File: src/core/host_fifo_pkg.sv
package host_fifo_pkg;

  // ------------------------------------------------------------
  // Widths and depths
  // ------------------------------------------------------------
  localparam int DATA_W = 32;
  localparam int ADDR_W = 8;
  localparam int FIFO_DEPTH = 16;
  localparam int LIMIT_W = 5;

  // ------------------------------------------------------------
  // Host address map (byte addresses)
  // ------------------------------------------------------------
  localparam logic [7:0] RX_DATA_BASE = 8'h00;
  localparam logic [7:0] TX_DATA_BASE = 8'h40;
  localparam logic [7:0] RX_STS_POP = 8'h80;
  localparam logic [7:0] RX_STS_PEEK = 8'h84;
  localparam logic [7:0] TX_STS_POP = 8'h88;
  localparam logic [7:0] TX_STS_PEEK = 8'h8C;
  localparam logic [7:0] LEVEL_REG = 8'h90;
  localparam logic [7:0] COMMAND_REG = 8'h94;
  localparam logic [7:0] SIZE_REG = 8'h98;
  localparam logic [7:0] EVENT_REG = 8'h9C;
  localparam logic [7:0] KEEP_REG = 8'hA0;

  // Alias windows: 8 dwords in 32-bit mode, 16 dwords in 16-bit mode
  localparam logic [7:0] WIN32_MASK = 8'hE0;
  localparam logic [7:0] WIN16_MASK = 8'hC0;

  // ------------------------------------------------------------
  // Field positions
  // ------------------------------------------------------------
  localparam int SIZE_RXD_LSB = 0;
  localparam int SIZE_RXS_LSB = 8;
  localparam int SIZE_TXD_LSB = 16;
  localparam int LVL_RXD_LSB = 0;
  localparam int LVL_RXS_LSB = 8;
  localparam int LVL_TXD_LSB = 16;
  localparam int LVL_TXS_LSB = 24;
  localparam int CMD_SOFT_RST_BIT = 0;
  localparam int EVT_WOC_BIT = 0;
  localparam int EVT_RC_BIT = 1;
  localparam int EVT_LH_BIT = 2;
  localparam int EVT_LL_BIT = 3;

  // ------------------------------------------------------------
  // Reset values
  // ------------------------------------------------------------
  localparam logic [LIMIT_W-1:0] LIMIT_RESET = 5'h10;
  localparam logic [DATA_W-1:0] ZERO_WORD = 32'h0000_0000;
  localparam logic [DATA_W-1:0] KEEP_RESET = 32'h0000_0000;

endpackage

File: src/core/host_fifo_ports.sv
// Functional notes
// - Read-only registers ignore every host write.
// - Write-only registers read back as zero.
// - Write-one-clear bits: writing 1 clears, writing 0 keeps.
// - Read-clears bits are cleared by the host reading them.
// - Latched status bits hold their captured value until read, then return to idle: the latched-high bit clears, the latched-low bit sets.
// - No-soft-reset-effect bits keep their value across a software reset.
// - Hardware reset loads every internal register except queue storage with its default; software reset spares the keep register and pin synchronisers.
// - Four queues; both data and receive status sizes set by control register.
// - Receive data and receive status queues are read-only to host.
// - Receive status pop address returns head and removes it.
// - Receive status peek address returns head without removing it.
// - Every receive data read of a non-empty queue returns the head word and removes it; empty reads return zero.
// - Receive data port aliased over 8 or 16 dword window.
// - Transmit status pop address returns head and removes it.
// - Transmit status peek address returns head and leaves it.
// - Transmit data port is write-only, aliased over 8 or 16 dwords.
`timescale 1ns/1ps

module stream_fifo #(
  parameter int WIDTH = 32,
  parameter int DEPTH = 16,
  parameter int CNT_W = $clog2(DEPTH + 1)
) (
  input wire logic mclk_i,
  input wire logic rst_b_i,
  input wire logic flush_i,
  input wire logic [CNT_W-1:0] limit_i,
  input wire logic in_valid_i,
  input wire logic [WIDTH-1:0] in_data_i,
  output logic in_ready_o,
  output logic out_valid_o,
  output logic [WIDTH-1:0] out_data_o,
  input wire logic out_ready_i,
  output logic [CNT_W-1:0] level_o
);
  localparam int PTR_W = $clog2(DEPTH);

  logic [WIDTH-1:0] mem [DEPTH];
  logic [PTR_W-1:0] wr_ptr;
  logic [PTR_W-1:0] rd_ptr;
  logic [CNT_W-1:0] count;
  wire push = in_valid_i && in_ready_o;
  wire pop = out_valid_o && out_ready_i;

  // Programmed size caps the usable depth
  assign in_ready_o = (count < limit_i) && (count < CNT_W'(DEPTH));
  assign out_valid_o = (count != '0);
  assign out_data_o = mem[rd_ptr];
  assign level_o = count;

  always_ff @(posedge mclk_i) begin
    if (push) begin
      mem[wr_ptr] <= in_data_i;
    end
  end

  always_ff @(posedge mclk_i) begin
    if (!rst_b_i || flush_i) begin
      wr_ptr <= '0;
      rd_ptr <= '0;
      count <= '0;
    end else begin
      if (push) begin
        wr_ptr <= (wr_ptr == PTR_W'(DEPTH - 1)) ? '0 : wr_ptr + 1'b1;
      end
      if (pop) begin
        rd_ptr <= (rd_ptr == PTR_W'(DEPTH - 1)) ? '0 : rd_ptr + 1'b1;
      end
      count <= count + CNT_W'(push) - CNT_W'(pop);
    end
  end
endmodule

module host_fifo_ports #(
  parameter int DEPTH = host_fifo_pkg::FIFO_DEPTH
) (
  input wire logic mclk_i,
  input wire logic rst_b_i,
  input wire logic soft_rst_i,
  input wire logic bus16_mode_i,
  input wire logic host_rd_i,
  input wire logic host_wr_i,
  input wire logic [host_fifo_pkg::ADDR_W-1:0] host_addr_i,
  input wire logic [host_fifo_pkg::DATA_W-1:0] host_wdata_i,
  output logic [host_fifo_pkg::DATA_W-1:0] host_rdata_o,
  output logic host_rdata_valid_o,
  input wire logic rx_data_valid_i,
  input wire logic [host_fifo_pkg::DATA_W-1:0] rx_data_i,
  output logic rx_data_ready_o,
  input wire logic rx_sts_valid_i,
  input wire logic [host_fifo_pkg::DATA_W-1:0] rx_sts_i,
  input wire logic tx_sts_valid_i,
  input wire logic [host_fifo_pkg::DATA_W-1:0] tx_sts_i,
  output logic tx_sts_ready_o,
  output logic tx_data_valid_o,
  output logic [host_fifo_pkg::DATA_W-1:0] tx_data_o,
  input wire logic tx_data_ready_i,
  input wire logic error_evt_i,
  input wire logic link_up_i,
  output logic soft_rst_o
);
  import host_fifo_pkg::*;

  localparam int CNT_W = $clog2(DEPTH + 1);

  // ------------------------------------------------------------
  // Host pin synchronisers
  // ------------------------------------------------------------
  logic rd_s1, rd_s2, rd_s3;
  logic wr_s1, wr_s2, wr_s3;
  logic b16_s1, b16_s2;
  logic [ADDR_W-1:0] addr_s1, addr_s2;
  logic [DATA_W-1:0] wdata_s1, wdata_s2;

  always_ff @(posedge mclk_i) begin
    if (!rst_b_i) begin
      rd_s1 <= 1'b0;
      rd_s2 <= 1'b0;
      rd_s3 <= 1'b0;
      wr_s1 <= 1'b0;
      wr_s2 <= 1'b0;
      wr_s3 <= 1'b0;
      b16_s1 <= 1'b0;
      b16_s2 <= 1'b0;
      addr_s1 <= '0;
      addr_s2 <= '0;
      wdata_s1 <= '0;
      wdata_s2 <= '0;
    end else begin
      rd_s1 <= host_rd_i;
      rd_s2 <= rd_s1;
      rd_s3 <= rd_s2;
      wr_s1 <= host_wr_i;
      wr_s2 <= wr_s1;
      wr_s3 <= wr_s2;
      b16_s1 <= bus16_mode_i;
      b16_s2 <= b16_s1;
      addr_s1 <= host_addr_i;
      addr_s2 <= addr_s1;
      wdata_s1 <= host_wdata_i;
      wdata_s2 <= wdata_s1;
    end
  end

  // One access per strobe, counted on its rising edge
  wire rd_evt = rd_s2 && !rd_s3;
  wire wr_evt = wr_s2 && !wr_s3;

  // ------------------------------------------------------------
  // Address decode
  // ------------------------------------------------------------
  function automatic logic in_window(input logic [7:0] a, input logic [7:0] base, input logic b16);
    in_window = b16 ? ((a & WIN16_MASK) == base) : ((a & WIN32_MASK) == base);
  endfunction

  wire hit_rxd = in_window(addr_s2, RX_DATA_BASE, b16_s2);
  wire hit_txd = in_window(addr_s2, TX_DATA_BASE, b16_s2);
  wire hit_rxs_pop = (addr_s2 == RX_STS_POP);
  wire hit_rxs_peek = (addr_s2 == RX_STS_PEEK);
  wire hit_txs_pop = (addr_s2 == TX_STS_POP);
  wire hit_txs_peek = (addr_s2 == TX_STS_PEEK);
  wire hit_level = (addr_s2 == LEVEL_REG);
  wire hit_cmd = (addr_s2 == COMMAND_REG);
  wire hit_size = (addr_s2 == SIZE_REG);
  wire hit_event = (addr_s2 == EVENT_REG);
  wire hit_keep = (addr_s2 == KEEP_REG);

  // ------------------------------------------------------------
  // Software reset
  // ------------------------------------------------------------
  // Command write is self-clearing; it lasts one cycle
  wire cmd_soft = wr_evt && hit_cmd && wdata_s2[CMD_SOFT_RST_BIT];
  wire soft_any = soft_rst_i || cmd_soft;
  wire sys_rst_b = rst_b_i && !soft_any;
  assign soft_rst_o = soft_any;

  // ------------------------------------------------------------
  // Queues
  // ------------------------------------------------------------
  logic [LIMIT_W-1:0] rxd_limit, rxs_limit, txd_limit;
  logic [CNT_W-1:0] rxd_lvl, rxs_lvl, txd_lvl, txs_lvl;
  logic rxd_out_valid, rxs_out_valid, txs_out_valid;
  logic [DATA_W-1:0] rxd_head, rxs_head, txs_head;
  logic rxs_in_ready, txd_in_ready;

  // Pops only on a read of a non-empty queue; empty reads return zero
  wire rxd_pop = rd_evt && hit_rxd;
  wire rxs_pop = rd_evt && hit_rxs_pop;
  wire txs_pop = rd_evt && hit_txs_pop;
  wire txd_push = wr_evt && hit_txd;

  stream_fifo #(.WIDTH(DATA_W), .DEPTH(DEPTH)) rxd_fifo (
    .mclk_i(mclk_i),
    .rst_b_i(sys_rst_b),
    .flush_i(1'b0),
    .limit_i(CNT_W'(rxd_limit)),
    .in_valid_i(rx_data_valid_i),
    .in_data_i(rx_data_i),
    .in_ready_o(rx_data_ready_o),
    .out_valid_o(rxd_out_valid),
    .out_data_o(rxd_head),
    .out_ready_i(rxd_pop),
    .level_o(rxd_lvl)
  );

  stream_fifo #(.WIDTH(DATA_W), .DEPTH(DEPTH)) rxs_fifo (
    .mclk_i(mclk_i),
    .rst_b_i(sys_rst_b),
    .flush_i(1'b0),
    .limit_i(CNT_W'(rxs_limit)),
    .in_valid_i(rx_sts_valid_i),
    .in_data_i(rx_sts_i),
    .in_ready_o(rxs_in_ready),
    .out_valid_o(rxs_out_valid),
    .out_data_o(rxs_head),
    .out_ready_i(rxs_pop),
    .level_o(rxs_lvl)
  );

  stream_fifo #(.WIDTH(DATA_W), .DEPTH(DEPTH)) txs_fifo (
    .mclk_i(mclk_i),
    .rst_b_i(sys_rst_b),
    .flush_i(1'b0),
    .limit_i(CNT_W'(DEPTH)),
    .in_valid_i(tx_sts_valid_i),
    .in_data_i(tx_sts_i),
    .in_ready_o(tx_sts_ready_o),
    .out_valid_o(txs_out_valid),
    .out_data_o(txs_head),
    .out_ready_i(txs_pop),
    .level_o(txs_lvl)
  );

  // Host cannot be stalled; a write into a full queue is lost and flagged
  stream_fifo #(.WIDTH(DATA_W), .DEPTH(DEPTH)) txd_fifo (
    .mclk_i(mclk_i),
    .rst_b_i(sys_rst_b),
    .flush_i(1'b0),
    .limit_i(CNT_W'(txd_limit)),
    .in_valid_i(txd_push),
    .in_data_i(wdata_s2),
    .in_ready_o(txd_in_ready),
    .out_valid_o(tx_data_valid_o),
    .out_data_o(tx_data_o),
    .out_ready_i(tx_data_ready_i),
    .level_o(txd_lvl)
  );

  // ------------------------------------------------------------
  // Size control register
  // ------------------------------------------------------------
  always_ff @(posedge mclk_i) begin
    if (!sys_rst_b) begin
      rxd_limit <= LIMIT_RESET;
      rxs_limit <= LIMIT_RESET;
      txd_limit <= LIMIT_RESET;
    end else if (wr_evt && hit_size) begin
      rxd_limit <= wdata_s2[SIZE_RXD_LSB +: LIMIT_W];
      rxs_limit <= wdata_s2[SIZE_RXS_LSB +: LIMIT_W];
      txd_limit <= wdata_s2[SIZE_TXD_LSB +: LIMIT_W];
    end
  end

  // ------------------------------------------------------------
  // Register kept through software reset
  // ------------------------------------------------------------
  logic [DATA_W-1:0] keep_reg;

  always_ff @(posedge mclk_i) begin
    if (!rst_b_i) begin
      keep_reg <= KEEP_RESET;
    end else if (wr_evt && hit_keep) begin
      keep_reg <= wdata_s2;
    end
  end

  // ------------------------------------------------------------
  // Event register
  // ------------------------------------------------------------
  logic evt_woc, evt_rc, evt_lh, evt_ll;
  wire evt_read = rd_evt && hit_event;
  wire set_woc = rx_sts_valid_i && !rxs_in_ready;
  wire set_rc = txd_push && !txd_in_ready;

  always_ff @(posedge mclk_i) begin
    if (!sys_rst_b) begin
      evt_woc <= 1'b0;
      evt_rc <= 1'b0;
      evt_lh <= 1'b0;
      evt_ll <= 1'b1;
    end else begin
      // Set beats clear so no event is lost
      if (set_woc) begin
        evt_woc <= 1'b1;
      end else if (wr_evt && hit_event && wdata_s2[EVT_WOC_BIT]) begin
        evt_woc <= 1'b0;
      end
      if (set_rc) begin
        evt_rc <= 1'b1;
      end else if (evt_read) begin
        evt_rc <= 1'b0;
      end
      if (error_evt_i) begin
        evt_lh <= 1'b1;
      end else if (evt_read) begin
        evt_lh <= 1'b0;
      end
      if (!link_up_i) begin
        evt_ll <= 1'b0;
      end else if (evt_read) begin
        evt_ll <= 1'b1;
      end
    end
  end

  // ------------------------------------------------------------
  // Read data
  // ------------------------------------------------------------
  // Writes to the level register and queue read ports have no decode path
  wire [DATA_W-1:0] level_word = (DATA_W'(rxd_lvl) << LVL_RXD_LSB) | (DATA_W'(rxs_lvl) << LVL_RXS_LSB)
                               | (DATA_W'(txd_lvl) << LVL_TXD_LSB) | (DATA_W'(txs_lvl) << LVL_TXS_LSB);
  wire [DATA_W-1:0] size_word = (DATA_W'(rxd_limit) << SIZE_RXD_LSB) | (DATA_W'(rxs_limit) << SIZE_RXS_LSB)
                              | (DATA_W'(txd_limit) << SIZE_TXD_LSB);
  wire [DATA_W-1:0] event_word = (DATA_W'(evt_woc) << EVT_WOC_BIT) | (DATA_W'(evt_rc) << EVT_RC_BIT)
                               | (DATA_W'(evt_lh) << EVT_LH_BIT) | (DATA_W'(evt_ll) << EVT_LL_BIT);
  wire [DATA_W-1:0] rxd_word = rxd_out_valid ? rxd_head : ZERO_WORD;
  wire [DATA_W-1:0] rxs_word = rxs_out_valid ? rxs_head : ZERO_WORD;
  wire [DATA_W-1:0] txs_word = txs_out_valid ? txs_head : ZERO_WORD;

  // Write-only ports, command and unmapped addresses read as zero
  wire [DATA_W-1:0] next_rdata =
    hit_rxd ? rxd_word :
    (hit_rxs_pop || hit_rxs_peek) ? rxs_word :
    (hit_txs_pop || hit_txs_peek) ? txs_word :
    hit_level ? level_word :
    hit_size ? size_word :
    hit_event ? event_word :
    hit_keep ? keep_reg :
    ZERO_WORD;

  always_ff @(posedge mclk_i) begin
    if (!sys_rst_b) begin
      host_rdata_o <= ZERO_WORD;
      host_rdata_valid_o <= 1'b0;
    end else begin
      host_rdata_valid_o <= rd_evt;
      if (rd_evt) begin
        host_rdata_o <= next_rdata;
      end
    end
  end
endmodule

File: config.mk
export PLATFORM = sky130hd
export DESIGN_NAME = host_fifo_ports
export DESIGN_NICKNAME = d
export VERILOG_FILES = /design/src/core/host_fifo_pkg.sv /design/src/core/host_fifo_ports.sv
export SDC_FILE = /design/constraint.sdc
export NUM_CORES = 2
export LEC_CHECK = 0
export BUFFER_PORTS_ARGS = -buffer_cell sky130_fd_sc_hd__buf_2
export CORE_MARGIN = 2
export CORE_UTILIZATION = 56
export DETAILED_ROUTE_END_ITERATION = 16
export PLACE_DENSITY = 0.76
export RECOVER_POWER = 100
export SYNTH_ARGS = -nofsm -noshare
export SYNTH_HDL_FRONTEND = slang
export SYNTH_HIERARCHICAL = 1
export SYNTH_SLANG_ARGS = --single-unit
File: constraint.sdc
create_clock -name mclk_i -period 5.3 [get_ports mclk_i]
set_input_delay 0 -clock mclk_i [delete_from_list [all_inputs] [get_ports mclk_i]]
set_output_delay 0 -clock mclk_i [all_outputs]
set_load 0.05 [all_outputs]
==> implementation parameters <==
Parameter                              Value

Final layout
  Final instance area    101000 sq um
  Final net count    4840
  Share of layout cells above drive strength 1    22.5%
  Sequential cell area    66300 sq um
  Fill count    10200
  Area used by multi-input combinational logic    about 20000 sq um
  Final Instance Count excl. Fillers    a little under 7000
  Synthesis-to-layout area growth    13.6%

Floorplan
  IO Pins    217
  Initial Utilization    56.2%
  Die extent in y    between 400 and 500 microns
  Core footprint    approximately 160000 sq um
  Placement row count    146
  Floorplan die area    about 160000 sq um
  Width of the die    402 microns

Logic synthesis
  Proportion of netlist area held by the largest area contributor    69.4%
  Distinct cell type count after synthesis    65
  Synth Flop Type    edfxtp_1
  Register bit total from synthesis    2288
  Sequential fraction of the synthesis area    74.8%
  Summed instance area of the synthesized netlist    88700 sq um
  Cells after Synth    4077
  Number of flops mapped to enable cells by yosys    just over 2000
  Leading post-synthesis cells by cell area    edfxtp_1 (69%), mux4_2 (16%), dfxtp_1 (5.4%), and2_1 (0.92%), ha_1 (0.85%)
  Avg Synthesized Cell Area    21.8 sq um
  Most frequent cell after synthesis    edfxtp_1
  List of most frequent post-synthesis cells    edfxtp_1 (2048), mux4_2 (612), dfxtp_1 (240), and2_1 (130), nand2_1 (119)
  Yosys warning total    6
  Post-synthesis cell type with the largest combined area    edfxtp_1
  Share of flip-flops with an asynchronous set or reset    0%

Clock network
  CTS tree    built
  Number of buffers inserted during clock tree synthesis    213
  Number of sinks on the clock net    2288
  CTS max path bufs    3
  Clk Latency, worst-skew pair    880 ps
  Root buffer cell    clkbuf_16
  Post-CTS setup buffers    0
  Clk slew on worst S/H paths    60 ps
  H-tree depth    4

Pwr
  Portion of total power attributed to combinational logic    2.4%
  Reg power frac    55.4%
  Maximum VDD drop    339 uV
  Internal cell power    between 0.02 and 0.03 W
  Static leakage    31.4 nW
  Portion of total power attributed to the clock network    42.3%
  Share of total power consumed by net switching    20.6%
  Net Switching    0.00737 W
  Power per cell area    around 360 nW/um^2
  Total chip power    0.0358 W

Critical path
  Cell depth of the worst flop-to-flop path    6
  Crit Path Class    reg2reg
  Critical path data required time    about 5800 ps
  Arrival @ worst endpoint    5140 ps
  Sort of element at the start of the critical path    flip-flop
  FF-to-FF setup slack    620 ps
  Origin of the critical flop-to-flop path    txs_fifo/level_o[3]
  Critical register-to-register path endpoint    txs_fifo/mem[3][29]
  Cell chain of the critical path    ha_1 > nor4b_1 > o211ai_1 > nand2_1 > nor4bb_1 > clkbuf_2
  Largest stage delay on the critical path    1510 ps
  Capturing element type of the critical path    flip-flop
  Slowest stage cell, crit path    nor4bb_1
  Crit Path Max Fanout    27

Status
  Run status    finished with violations
  Failing checks    capacitance limit, slew limit

Routing
  DR iter-0 viols    5705
  First-pass DRT Iterations    5
  Total detailed-routing wirelength    around 220000 microns
  Total DRC errors in the routed layout    0
  Routed vias/inst    around 6.4
  Per-cell routed wire length    31.6 microns
  Remaining antenna violation count    0
  Routed vias    44400

STA
  WHS    ~160 ps
  Unrepaired setup endpoints after global routing    no
  Maximum clock rate    between 200 and 250 MHz
  Clock Skews    between 70 and 80 ps
  Endpoints failing hold    0
  Worst slew margin    -61.2%
  Min Clock Period, post-route    ~4700 ps
  Setup violators final    0
  Final clock period utilization by the worst path    88.2%
  Sum Neg Setup Slack    0 ps
  Total count of max-transition violations in the final report    1013
  Least-Margin Pin Slew    2420 ps

GRT
  Global route overflow    0
  Pin count of the biggest net entering global routing    about 120
  Global router's overall resource usage    between 20% and 30%
  First-pass GRT wire length    314000 microns
  Vias in the first global route    approximately 45000
  Antenna violations before repair    18

Min path
  Startpoint of the most critical hold path    tx_data_ready_i
  Worst hold path type    in2reg
  Cells on Worst Hold Path    5

Place
  Port Buffers    216
  Cell count after placement    6244
  Weighted congestion at the end of routability-driven global placement    0.843
  DP Area    92100 sq um
  Half-perimeter wire length of the detailed placement result    118000 microns

Run
  Number of max-cap violations    42
## stage by stage
step	util, %	setup slack, ps
detailed placement	58.3	1570
global placement	58.3	1530
finish	63.8	625
global route	63.8	648
floorplan	-	27.6
CTS	64.3	1500
## logic make-up (layout without fill, tap and decap cells)
| family | count (synthesis) | after routing | share of synthesized area (%) |
|---|---|---|---|
| simple gates | 499 | 499 | 3.20 |
| compound gates | 259 | 259 | 2.34 |
| other cells | 2 | 22 | 0.00847 |
| flops | 2288 | 2288 | 74.8 |
| mux | 659 | 659 | 16.6 |
| buf+inv | 282 | 1004 | 1.92 |
| xor+xnor | 24 | 24 | 0.237 |
| fa+ha+maj | 64 | 64 | 0.937 |
## power groups by stage
stage | Clock (W) | Sequential [W] | Combinational [W]
2_1_floorplan | 0 | 0.0202 | 0.000301
3_3_place_gp | 0 | 0.0202 | 0.000684
3_5_place_dp | 0 | 0.0202 | 0.000703
4_1_cts | 0.0153 | 0.0198 | 0.000864
5_1_grt | 0.0159 | 0.0198 | 0.000891
6_report | 0.0151 | 0.0198 | 0.000843
## how the worst max path moves through the flow
stage	from	end	slack, ps
final	txs_fifo/level_o[3]	txs_fifo/mem[3][29]	620
after global routing	rxd_limit[3]	rxd_fifo/mem[12][4]	650
after CTS	wr_s2	txd_fifo/level_o[4]	1500
after detailed placement	wr_s2	txd_fifo/level_o[4]	1570
after global placement	wr_s2	txd_fifo/level_o[4]	1530
after floorplan	wr_s2	txd_fifo/mem[1][0]	30
## metal layers
layer,global-route usage (%),wire (microns)
met1,37.1,81400
met2,43.7,107000
met3,6.64,23200
met4,7.74,5790
met5,0,66
## cells in the final DEF (no fill, tap or decap), types with 19 or more instances in the layout
master and count:
a2111oi_0 27, a211oi_1 20, a21boi_0 36, a21oi_1 62
a22o_1 40, and2_0 77, and2_1 48, buf_2 59
buf_4 39, clkbuf_1 223, clkbuf_16 214, clkbuf_2 19
clkbuf_8 19, clkinv_1 47, clkinv_2 34, dfxtp_1 224
dlygate4sd3_1 241, edfxtp_1 2048, ha_1 60, inv_1 59
mux2i_1 19, mux4_1 28, mux4_2 612, nand2_1 119
nand3_1 23, nor2_1 88, nor2b_1 21
## worst max-delay path: cells and delay by family, from the launching register on
family          cells  cell delay (ps)
buf+inv             1             1050
fa+ha+maj           1              240
flops               1              360
simple gates        3             2330
compound gates      1              260
## timing repair
action                     4_1_cts  5_1_grt
setup endpoints to repair        0        0
hold buffers                   241        0
gates resized for setup          0        0
hold endpoints to repair      1680        0
## layout make-up
class	count	area share [%]
flip-flops and latches	2288	65.9
multi-input cells	1518	20.4
inverters	59	0.220
repair buffers	548	3.94
clock buffers	276	5.74
clock inverters	121	1.22
well taps	2072	2.57
diodes	9	0.0224
(Power assumes the default switching activity.)
